**src/lcd_drv_pkg.sv**
```systemverilog
package lcd_drv_pkg;
  localparam logic [11:0] OFF_CONTROL = 12'h000;
  localparam logic [11:0] OFF_PUMP = 12'h004;
  localparam logic [11:0] OFF_PHASE = 12'h008;
  localparam logic [11:0] OFF_SEG_EN = 12'h010;
  localparam logic [11:0] OFF_PIXEL = 12'h080;
  localparam int EN_BIT = 15;
  localparam int IDLE_BIT = 13;
  localparam int SLEEP_BIT = 6;
  localparam int FAIL_BIT = 5;
  localparam int CLK_LSB = 3;
  localparam int MUX_LSB = 0;
  localparam int RCLK_LSB = 0;
  localparam int WAVE_BIT = 7;
  localparam int BIAS_MODE_SELECT_BIT = 6;
  localparam int ACTIVE_BIT = 5;
  localparam int ALLOW_BIT = 4;
  localparam int PRE_LSB = 0;
  localparam int BYTE_W = 8;
  localparam logic [15:0] CONTROL_MASK = 16'hA05F;
  localparam logic [15:0] PUMP_MASK = 16'h803F;
  localparam logic [15:0] PHASE_MASK = 16'h00CF;
  localparam logic [15:0] PUMP_RST = 16'h003C;
  localparam logic [2:0] MUX_THREE = 3'h2;
  localparam logic [2:0] MUX_FOUR = 3'h3;
  localparam logic [2:0] MUX_FULL = 3'h7;
  localparam logic [1:0] RCLK_OFF = 2'h0;
  localparam logic [1:0] RESP_OKAY = 2'h0;
  localparam logic [1:0] RESP_SLVERR = 2'h2;
  localparam logic [1:0] LVL_GND = 2'h0;
  localparam logic [1:0] LVL_ONE = 2'h1;
  localparam logic [1:0] LVL_TWO = 2'h2;
  localparam logic [1:0] LVL_TOP = 2'h3;

  typedef enum logic [1:0] {BIAS_STATIC, BIAS_HALF, BIAS_THIRD} bias_type;
  typedef enum logic [2:0] {
    AREA_NONE, AREA_CONTROL, AREA_PUMP, AREA_PHASE, AREA_SEG, AREA_PIXEL
  } area_type;

  function automatic area_type area_of(logic [11:0] a);
    if (a[11:2] == OFF_CONTROL[11:2]) return AREA_CONTROL;
    if (a[11:2] == OFF_PUMP[11:2]) return AREA_PUMP;
    if (a[11:2] == OFF_PHASE[11:2]) return AREA_PHASE;
    if (a[11:4] == OFF_SEG_EN[11:4]) return AREA_SEG;
    if (a[11:7] == OFF_PIXEL[11:7]) return AREA_PIXEL;
    return AREA_NONE;
  endfunction

  function automatic bias_type bias_of(logic [2:0] mux, logic half_sel);
    if (mux == 3'h0) return BIAS_STATIC;
    if (mux <= MUX_THREE && half_sel) return BIAS_HALF;
    return BIAS_THIRD;
  endfunction
endpackage

```
**src/lcd_segment_driver_control.sv**
```systemverilog
module lcd_segment_driver_control import lcd_drv_pkg::*; (
  input wire logic clock_i,
  input wire logic rst_n_i,
  input wire logic [11:0] axi_awaddr_i,
  input wire logic axi_awvalid_i,
  output logic axi_awready_o,
  input wire logic [31:0] axi_wdata_i,
  input wire logic [3:0] axi_wstrb_i,
  input wire logic axi_wvalid_i,
  output logic axi_wready_o,
  output logic [1:0] axi_bresp_o,
  output logic axi_bvalid_o,
  input wire logic axi_bready_i,
  input wire logic [11:0] axi_araddr_i,
  input wire logic axi_arvalid_i,
  output logic axi_arready_o,
  output logic [31:0] axi_rdata_o,
  output logic [1:0] axi_rresp_o,
  output logic axi_rvalid_o,
  input wire logic axi_rready_i,
  input wire logic idle_mode_i,
  input wire logic sleep_mode_i,
  input wire logic fast_rc_osc_i,
  input wire logic slow_rc_osc_i,
  input wire logic crystal_osc_32k_i,
  output logic [15:0] backplane_line_o,
  output logic [127:0] frontplane_line_o,
  output logic [63:0] glyph_pin_enable_o,
  output logic [1:0] bias_mode_o,
  output logic pump_enable_o,
  output logic [2:0] regulator_level_o,
  output logic third_bias_support_o,
  output logic [1:0] regulator_clock_select_o,
  output logic regulator_enable_o,
  output logic driver_active_o
);
  typedef struct packed {
    logic aw_full;
    logic [11:0] aw_addr;
    logic w_full;
    logic [15:0] w_data;
    logic [1:0] w_be;
    logic b_valid;
    logic [1:0] b_resp;
    logic ar_busy;
    logic [11:0] ar_addr;
    logic r_valid;
    logic [31:0] r_data;
    logic [1:0] r_resp;
    logic [15:0] control;
    logic [15:0] pump;
    logic [15:0] phase_cfg;
    logic [3:0][15:0] seg_en;
    logic fail;
    logic [2:0][2:0] src_sync;
    logic [2:0] src_lvl;
    logic [3:0] pre_cnt;
    logic step;
    logic [2:0] backplane_line;
    logic phase;
    logic active;
    logic [7:0][1:0] com_lvl;
    logic [63:0][1:0] seg_lvl;
    logic [63:0] pins;
    bias_type bias;
    logic reg_on;
  } state_type;

  state_type st_q;
  state_type st_d;
  logic ram_we;
  logic [15:0] ram_word;
  logic [63:0] ram_row;
  logic set_fail;
  logic clr_fail;
  logic allow;
  logic [2:0] mux;

  function automatic logic [1:0] top_of(bias_type b);
    return (b == BIAS_THIRD) ? LVL_TOP : (b == BIAS_HALF) ? LVL_TWO : LVL_ONE;
  endfunction

  function automatic logic [1:0] com_level(bias_type b, logic sel, logic ph);
    if (sel) return ph ? top_of(b) : LVL_GND;
    return (b == BIAS_THIRD) ? (ph ? LVL_ONE : LVL_TWO) : LVL_ONE;
  endfunction

  function automatic logic [1:0] seg_level(bias_type b, logic on, logic ph);
    if (on) return ph ? LVL_GND : top_of(b);
    if (b == BIAS_THIRD) return ph ? LVL_TWO : LVL_ONE;
    return ph ? top_of(b) : LVL_GND;
  endfunction

  function automatic logic [15:0] merge(logic [15:0] old, logic [15:0] mask,
                                        logic [15:0] data, logic [1:0] be);
    logic [15:0] m;
    m = {{BYTE_W{be[1]}}, {BYTE_W{be[0]}}} & mask;
    return (old & ~m) | (data & m);
  endfunction

  assign mux = st_q.control[MUX_LSB +: 3];
  // Pixel updates are safe while idle or during the first interval of a frame
  assign allow = !st_q.active || (st_q.backplane_line == 3'h0 && !st_q.phase);

  always_comb begin
    logic [2:0] edges;
    logic tick;
    logic run;
    logic wrap;
    area_type wa;
    area_type ra;
    edges = '0;
    tick = 1'b0;
    run = 1'b0;
    wrap = 1'b0;
    wa = area_of(st_q.aw_addr);
    ra = area_of(st_q.ar_addr);
    st_d = st_q;
    ram_we = 1'b0;
    set_fail = 1'b0;
    clr_fail = 1'b0;

    if (axi_awvalid_i && axi_awready_o) begin
      st_d.aw_full = 1'b1;
      st_d.aw_addr = axi_awaddr_i;
    end
    if (axi_wvalid_i && axi_wready_o) begin
      st_d.w_full = 1'b1;
      st_d.w_data = axi_wdata_i[15:0];
      st_d.w_be = axi_wstrb_i[1:0];
    end
    if (st_q.b_valid && axi_bready_i) begin
      st_d.b_valid = 1'b0;
    end
    if (st_q.aw_full && st_q.w_full && !st_q.b_valid) begin
      st_d.aw_full = 1'b0;
      st_d.w_full = 1'b0;
      st_d.b_valid = 1'b1;
      st_d.b_resp = (wa == AREA_NONE) ? RESP_SLVERR : RESP_OKAY;
      case (wa)
        AREA_CONTROL: begin
          st_d.control = merge(st_q.control, CONTROL_MASK, st_q.w_data, st_q.w_be);
          clr_fail = st_q.w_be[0] && !st_q.w_data[FAIL_BIT];
        end
        AREA_PUMP: begin
          st_d.pump = merge(st_q.pump, PUMP_MASK, st_q.w_data, st_q.w_be);
        end
        AREA_PHASE: begin
          st_d.phase_cfg = merge(st_q.phase_cfg, PHASE_MASK, st_q.w_data, st_q.w_be);
        end
        AREA_SEG: begin
          st_d.seg_en[st_q.aw_addr[3:2]] =
            merge(st_q.seg_en[st_q.aw_addr[3:2]], 16'hFFFF, st_q.w_data, st_q.w_be);
        end
        AREA_PIXEL: begin
          ram_we = allow;
          set_fail = !allow;
        end
        default: begin
        end
      endcase
    end
    // A new failure wins over a clear arriving in the same cycle
    st_d.fail = set_fail || (st_q.fail && !clr_fail);

    if (axi_arvalid_i && axi_arready_o) begin
      st_d.ar_busy = 1'b1;
      st_d.ar_addr = axi_araddr_i;
    end
    if (st_q.r_valid && axi_rready_i) begin
      st_d.r_valid = 1'b0;
    end
    if (st_q.ar_busy) begin
      st_d.ar_busy = 1'b0;
      st_d.r_valid = 1'b1;
      st_d.r_resp = (ra == AREA_NONE) ? RESP_SLVERR : RESP_OKAY;
      case (ra)
        AREA_CONTROL: begin
          st_d.r_data = {16'h0000, st_q.control[15:6], st_q.fail, st_q.control[4:0]};
        end
        AREA_PUMP: begin
          st_d.r_data = {16'h0000, st_q.pump};
        end
        AREA_PHASE: begin
          st_d.r_data = {16'h0000, st_q.phase_cfg[15:6], st_q.active, allow,
                         st_q.phase_cfg[3:0]};
        end
        AREA_SEG: begin
          st_d.r_data = {16'h0000, st_q.seg_en[st_q.ar_addr[3:2]]};
        end
        AREA_PIXEL: begin
          st_d.r_data = {16'h0000, ram_word};
        end
        default: begin
          st_d.r_data = 32'h0000_0000;
        end
      endcase
    end

    // Oscillator inputs: three stages, a rising edge counts once stages two and three agree
    for (int k = 0; k < 3; k++) begin
      st_d.src_sync[k] = {st_q.src_sync[k][1:0], (k == 0) ? fast_rc_osc_i :
                          (k == 1) ? slow_rc_osc_i : crystal_osc_32k_i};
      if (st_q.src_sync[k][1] == st_q.src_sync[k][2]) begin
        st_d.src_lvl[k] = st_q.src_sync[k][2];
      end
      edges[k] = st_q.src_sync[k][1] && st_q.src_sync[k][2] && !st_q.src_lvl[k];
    end
    tick = st_q.control[CLK_LSB+1] ? edges[2] :
           st_q.control[CLK_LSB] ? edges[1] : edges[0];

    run = st_q.control[EN_BIT]
          && !(idle_mode_i && st_q.control[IDLE_BIT])
          && !(sleep_mode_i && st_q.control[SLEEP_BIT]);
    st_d.active = run;
    st_d.step = 1'b0;
    wrap = st_q.backplane_line >= mux;
    if (!run) begin
      st_d.pre_cnt = 4'h0;
      st_d.backplane_line = 3'h0;
      st_d.phase = 1'b0;
    end else begin
      if (tick) begin
        if (st_q.pre_cnt >= st_q.phase_cfg[PRE_LSB +: 4]) begin
          st_d.pre_cnt = 4'h0;
          st_d.step = 1'b1;
        end else begin
          st_d.pre_cnt = st_q.pre_cnt + 4'h1;
        end
      end
      if (st_q.step) begin
        if (st_q.phase_cfg[WAVE_BIT]) begin
          st_d.backplane_line = wrap ? 3'h0 : st_q.backplane_line + 3'h1;
          st_d.phase = wrap ? !st_q.phase : st_q.phase;
        end else begin
          st_d.phase = !st_q.phase;
          if (st_q.phase || st_q.backplane_line > mux) begin
            st_d.backplane_line = wrap ? 3'h0 : st_q.backplane_line + 3'h1;
          end
        end
      end
    end

    st_d.bias = bias_of(mux, st_q.phase_cfg[BIAS_MODE_SELECT_BIT]);
    st_d.pins = st_q.seg_en;
    for (int j = 0; j < 4; j++) begin
      if (mux >= 3'(4 + j)) begin
        st_d.pins[60+j] = 1'b0;
      end
    end
    for (int c = 0; c < 8; c++) begin
      st_d.com_lvl[c] = (st_q.active && c <= mux) ?
        com_level(st_q.bias, st_q.backplane_line == 3'(c), st_q.phase) : LVL_GND;
    end
    for (int g = 0; g < 64; g++) begin
      st_d.seg_lvl[g] = (st_q.active && st_q.pins[g]) ?
        seg_level(st_q.bias, ram_row[g], st_q.phase) : LVL_GND;
    end
    st_d.reg_on = st_q.pump[RCLK_LSB +: 2] != RCLK_OFF;
  end

  always_ff @(posedge clock_i or negedge rst_n_i) begin
    if (!rst_n_i) begin
      st_q <= '0;
      st_q.pump <= PUMP_RST;
    end else begin
      st_q <= st_d;
    end
  end

  pixel_store #(
    .ROWS(8),
    .LANES(4),
    .LANE_W(16),
    .IDX_W(5),
    .ROW_W(3)
  ) pixel_store_i (
    .clock_i(clock_i),
    .rst_n_i(rst_n_i),
    .wr_en_i(ram_we),
    .wr_index_i(st_q.aw_addr[6:2]),
    .wr_be_i(st_q.w_be),
    .wr_data_i(st_q.w_data),
    .rd_index_i(axi_araddr_i[6:2]),
    .rd_word_o(ram_word),
    .scan_row_i(st_d.backplane_line),
    .scan_row_o(ram_row)
  );

  assign axi_awready_o = !st_q.aw_full && !st_q.b_valid;
  assign axi_wready_o = !st_q.w_full && !st_q.b_valid;
  assign axi_bvalid_o = st_q.b_valid;
  assign axi_bresp_o = st_q.b_resp;
  assign axi_arready_o = !st_q.ar_busy && !st_q.r_valid;
  assign axi_rvalid_o = st_q.r_valid;
  assign axi_rdata_o = st_q.r_data;
  assign axi_rresp_o = st_q.r_resp;
  assign backplane_line_o = st_q.com_lvl;
  assign frontplane_line_o = st_q.seg_lvl;
  assign glyph_pin_enable_o = st_q.pins;
  assign bias_mode_o = st_q.bias;
  assign pump_enable_o = st_q.pump[EN_BIT];
  assign regulator_level_o = st_q.pump[5:3];
  assign third_bias_support_o = st_q.pump[2];
  assign regulator_clock_select_o = st_q.pump[RCLK_LSB +: 2];
  assign regulator_enable_o = st_q.reg_on;
  assign driver_active_o = st_q.active;
endmodule // lcd_segment_driver_control

```
**src/pixel_store.sv**
```systemverilog
module pixel_store import lcd_drv_pkg::*; #(
  parameter int ROWS = 8,
  parameter int LANES = 4,
  parameter int LANE_W = 16,
  parameter int IDX_W = 5,
  parameter int ROW_W = 3
) (
  input wire logic clock_i,
  input wire logic rst_n_i,
  input wire logic wr_en_i,
  input wire logic [IDX_W-1:0] wr_index_i,
  input wire logic [1:0] wr_be_i,
  input wire logic [LANE_W-1:0] wr_data_i,
  input wire logic [IDX_W-1:0] rd_index_i,
  output logic [LANE_W-1:0] rd_word_o,
  input wire logic [ROW_W-1:0] scan_row_i,
  output logic [LANES*LANE_W-1:0] scan_row_o
);
  typedef struct packed {
    logic [ROWS*LANES-1:0][LANE_W-1:0] mem;
    logic [LANE_W-1:0] word;
    logic [LANES*LANE_W-1:0] row;
  } store_type;

  store_type st_q;
  store_type st_d;

  // Word x sits in row x/4, lane x%4; lane 0 holds segments 0 to 15
  always_comb begin
    st_d = st_q;
    for (int b = 0; b < 2; b++) begin
      if (wr_en_i && wr_be_i[b]) begin
        st_d.mem[wr_index_i][b*BYTE_W +: BYTE_W] = wr_data_i[b*BYTE_W +: BYTE_W];
      end
    end
    st_d.word = st_q.mem[rd_index_i];
    st_d.row = st_q.mem[scan_row_i*LANES +: LANES];
  end

  always_ff @(posedge clock_i or negedge rst_n_i) begin
    if (!rst_n_i) begin
      st_q <= '0;
    end else begin
      st_q <= st_d;
    end
  end

  assign rd_word_o = st_q.word;
  assign scan_row_o = st_q.row;
endmodule // pixel_store

```
**config.mk**
```make
export PLATFORM = sky130hd
export DESIGN_NAME = lcd_segment_driver_control
export DESIGN_NICKNAME = d
export VERILOG_FILES = /design/src/lcd_drv_pkg.sv /design/src/lcd_segment_driver_control.sv /design/src/pixel_store.sv
export SDC_FILE = /design/constraint.sdc
export NUM_CORES = 2
export LEC_CHECK = 0
export BUFFER_PORTS_ARGS = -buffer_cell sky130_fd_sc_hd__buf_4
export CAP_MARGIN = 20
export CORE_MARGIN = 10
export CORE_UTILIZATION = 66
export DETAILED_ROUTE_END_ITERATION = 16
export GPL_ROUTABILITY_DRIVEN = 0
export GPL_TIMING_DRIVEN = 0
export PLACE_DENSITY_LB_ADDON = 0.15
export SLEW_MARGIN = 5
export SYNTH_ARGS = -nofsm -noshare
export SYNTH_HDL_FRONTEND = slang
export SYNTH_SLANG_ARGS = --single-unit
export TNS_END_PERCENT = 50
```
**constraint.sdc**
```tcl
create_clock -name clock_i -period 7 [get_ports clock_i]
set_input_delay 0.7 -clock clock_i [delete_from_list [all_inputs] [get_ports clock_i]]
set_output_delay 0.7 -clock clock_i [all_outputs]
set_load 0.02 [all_outputs]
```
==> impl_metrics.ini <==
[setup_path]
path_class = flip-flop to flip-flop
cp-end-kind = flip-flop
cp_max_fo = 10
crit_required_ns = 7.45
worstPathArrival_ns = 5.85
startpoint_type = flip-flop
rrSetupSlack_ns = 1.60

[route]
vias_per_cell = 6.588
vias = 33265
routed_wl_um = 154100
drt-wirelength-per-cell_um = 30.53
postRouteAntennaNets = 0
drt_pass1_iterations = 9
drc = 0
drt_iter0_markers = 4124

[grt]
grt_pass1_wl_um = 222300
grt_max_degree = 118
grt_pass1_vias = 33240
grt.total_usage_pct = 37.24
overflow = 0
antenna_found_initial = 26

[sta]
rsz0062_at_grt = no
drv_slew = 0
clock_skew_ns = 0.01609
slew_headroom_pct = 17.82
worst_pin_slew_ns = 1.233
finalCritPeriodShare_pct = 77.14
hold_viol = 0
timing.final.crit_period_ns = 5.400
fmax_ghz = 0.1852
setup_viol = 0

[synthesis]
yosys-top-cells-area = dfrtp_1 52%, mux2_2 13%, mux4_2 9.3%
synth_cells = 3604
yosys_warnings = 0
yosysSeqAreaShare_pct = 52.11
synth_common_cells = 968 x dfrtp_1, 558 x mux2_2, 299 x nor2_1
yosysTopAreaCellShare_pct = 51.89
yosysTopAreaCell = dfrtp_1
synth_seq_cells = 972
yosysMostFrequentCell = dfrtp_1
synth-async-reset-ratio_pct = 100.0
synth_edf_count = 0
yosys_most_used_dff = dfrtp_1
syn_area_per_cell_um2 = 12.95
synth_cell_types = 60
synthesis.area_um2 = 46680

[clock_tree]
cts-resized-gates = 0
cts_tree = yes
postCtsSetupRepairBufs = 0
path_clk_slew_ns = 0.06
insertion_delay_ns = 0.66
cts-root-buf = clkbuf_16
numCtsBuffers = 95
cts_sinks = 972
htreeDepth = 3
clockBufferDepth = 3
cts_hold_buf = 1

[cells_and_area]
final_util_pct = 76.72
layout.cells.non_filler = 5049
fillers = 4398
fin_nets = 4117
area_growth_pct = 15.09
drive_above_1_share_pct = 38.50

[die]
fp.coreArea_um2 = 70030
die-area_um2 = 81770
fp-row-count = 97
die-height_um = 286.0
die_x_um = 286.0
ioPinCount = 332
start_util_pct = 66.67

[status]
status = completed

[pwr]
ir_drop_uv = 247.9
power_density_nw_per_um2 = 269.5
p_leak_uw = 0.02540

[placed_design]
port_buffers = 286
hpwl_um = 119100
dpl.cell_count = 4861

[run]
cap_violations = 0

[hold_path]
hp-class = input port to flip-flop
==> critical path, cell delays in order (launching register included) <==
cell and delay, ns:
dfrtp_1 0.35, clkbuf_1 0.60, inv_1 0.28, ha_1 0.42, nand2_1 0.10, o21ai_0 0.39
nor3_1 0.08, mux2i_1 0.78, clkbuf_1 0.82, nand2_1 0.19, a32o_1 0.34, a221oi_1 0.82
==> placed cells by master, fill, tap and decap left out, types with 19 or more instances in the layout <==
cell type,n
o21ai_0,34
mux2_2,558
ha_1,19
dfrtp_1,968
a21oi_1,136
inv_1,21
a211oi_1,64
buf_4,543
mux2i_1,216
mux2_1,27
nand2_2,32
a32o_1,64
clkbuf_8,23
nor2_1,299
a221oi_1,65
buf_2,36
mux4_2,192
clkbuf_16,97
nand2_1,267
clkbuf_1,185
buf_1,33
==> state kept, by name (all words and copies together) (netlist names), 2 cells and up, named ones only <==
signal / count
st_d: 66
axi_rdata_o: 16
frontplane_line_o: 128
pixel_store_i.rd_word_o: 16
bias_mode_o: 2
st_q: 61
backplane_line_o: 16
glyph_pin_enable_o: 64
pixel_store_i.scan_row_o: 64
pixel_store_i.st_q: 512
==> per-layer routing <==
| layer | wire length, µm | global-route usage, % |
|---|---|---|
| met1 | 52950 | 44.59 |
| met2 | 69710 | 56.93 |
| met3 | 21700 | 14.87 |
| met4 | 9453 | 21.06 |
| met5 | 313 | 1.130 |
==> path summary, 6_finish.rpt <==
| kind | start | endpoint | cells past startpoint |
|---|---|---|---|
| setup / recovery | flip-flop | pixel_store_i.scan_row_o[16] | 11 |
| hold / removal | fast_rc_osc_i | st_d[225] | 1 |
| setup reg to reg | flip-flop | pixel_store_i.scan_row_o[16] | 11 |
| hold reg to reg | st_d[228] | st_d[229] | 0 |
| max in group asynchronous | rst_n_i | pixel_store_i.st_q[502] | 4 |
| min in group asynchronous | rst_n_i | pixel_store_i.st_q[232] | 2 |
==> report_power, final <==
group / internal [µW] / switching [µW]
logic: 959 / 1880
registers: 5990 / 406
clock network: 3010 / 2240
==> per-stage QoR <==
step                hold WS (ns)  total power [µW]  TNS (ns)  cell area [µm²]  setup WS [ns]
finish                    0.1567             14480         0            53730          1.600
global route              0.1554             14880         0            53720          1.758
CTS                       0.1419             14350         0            53620          2.093
detailed placement        0.3451              9183         0            50420          2.126
global placement          0.3329              9091  -5480.08            50070         -5.828
floorplan                 0.3312              7969         0            46750          4.177
==> kinds of logic (layout without fill, tap and decap cells) <==
logic type | Yosys count | after routing | synth area share, %
AO/OA/AOI/OAI | 412 | 412 | 6.253
XOR/XNOR | 3 | 3 | 0.05629
adder cells (fa/ha/maj) | 20 | 20 | 0.5307
buffers and inverters | 518 | 1001 | 6.352
flip-flops | 972 | 972 | 52.11
multiplexers | 993 | 993 | 28.00
other | 1 | 23 | 0.008033
AND/OR/NAND/NOR | 685 | 685 | 6.684
==> layout make-up <==
class                   instances  area, µm²  share of cell area, %
multi-input cells            2131      19450                  36.21
well taps                     940       1176                  2.189
flip-flops and latches        972      24330                  45.28
repair buffers                308       2597                  4.834
clock inverters                37      379.1                 0.7056
inverters                      23      86.33                 0.1607
clock buffers                 138       2811                  5.233
plain buffers                 495       2883                  5.365
diodes                          5      12.51                0.02329
Note: power is estimated with default switching activity, not from simulation.
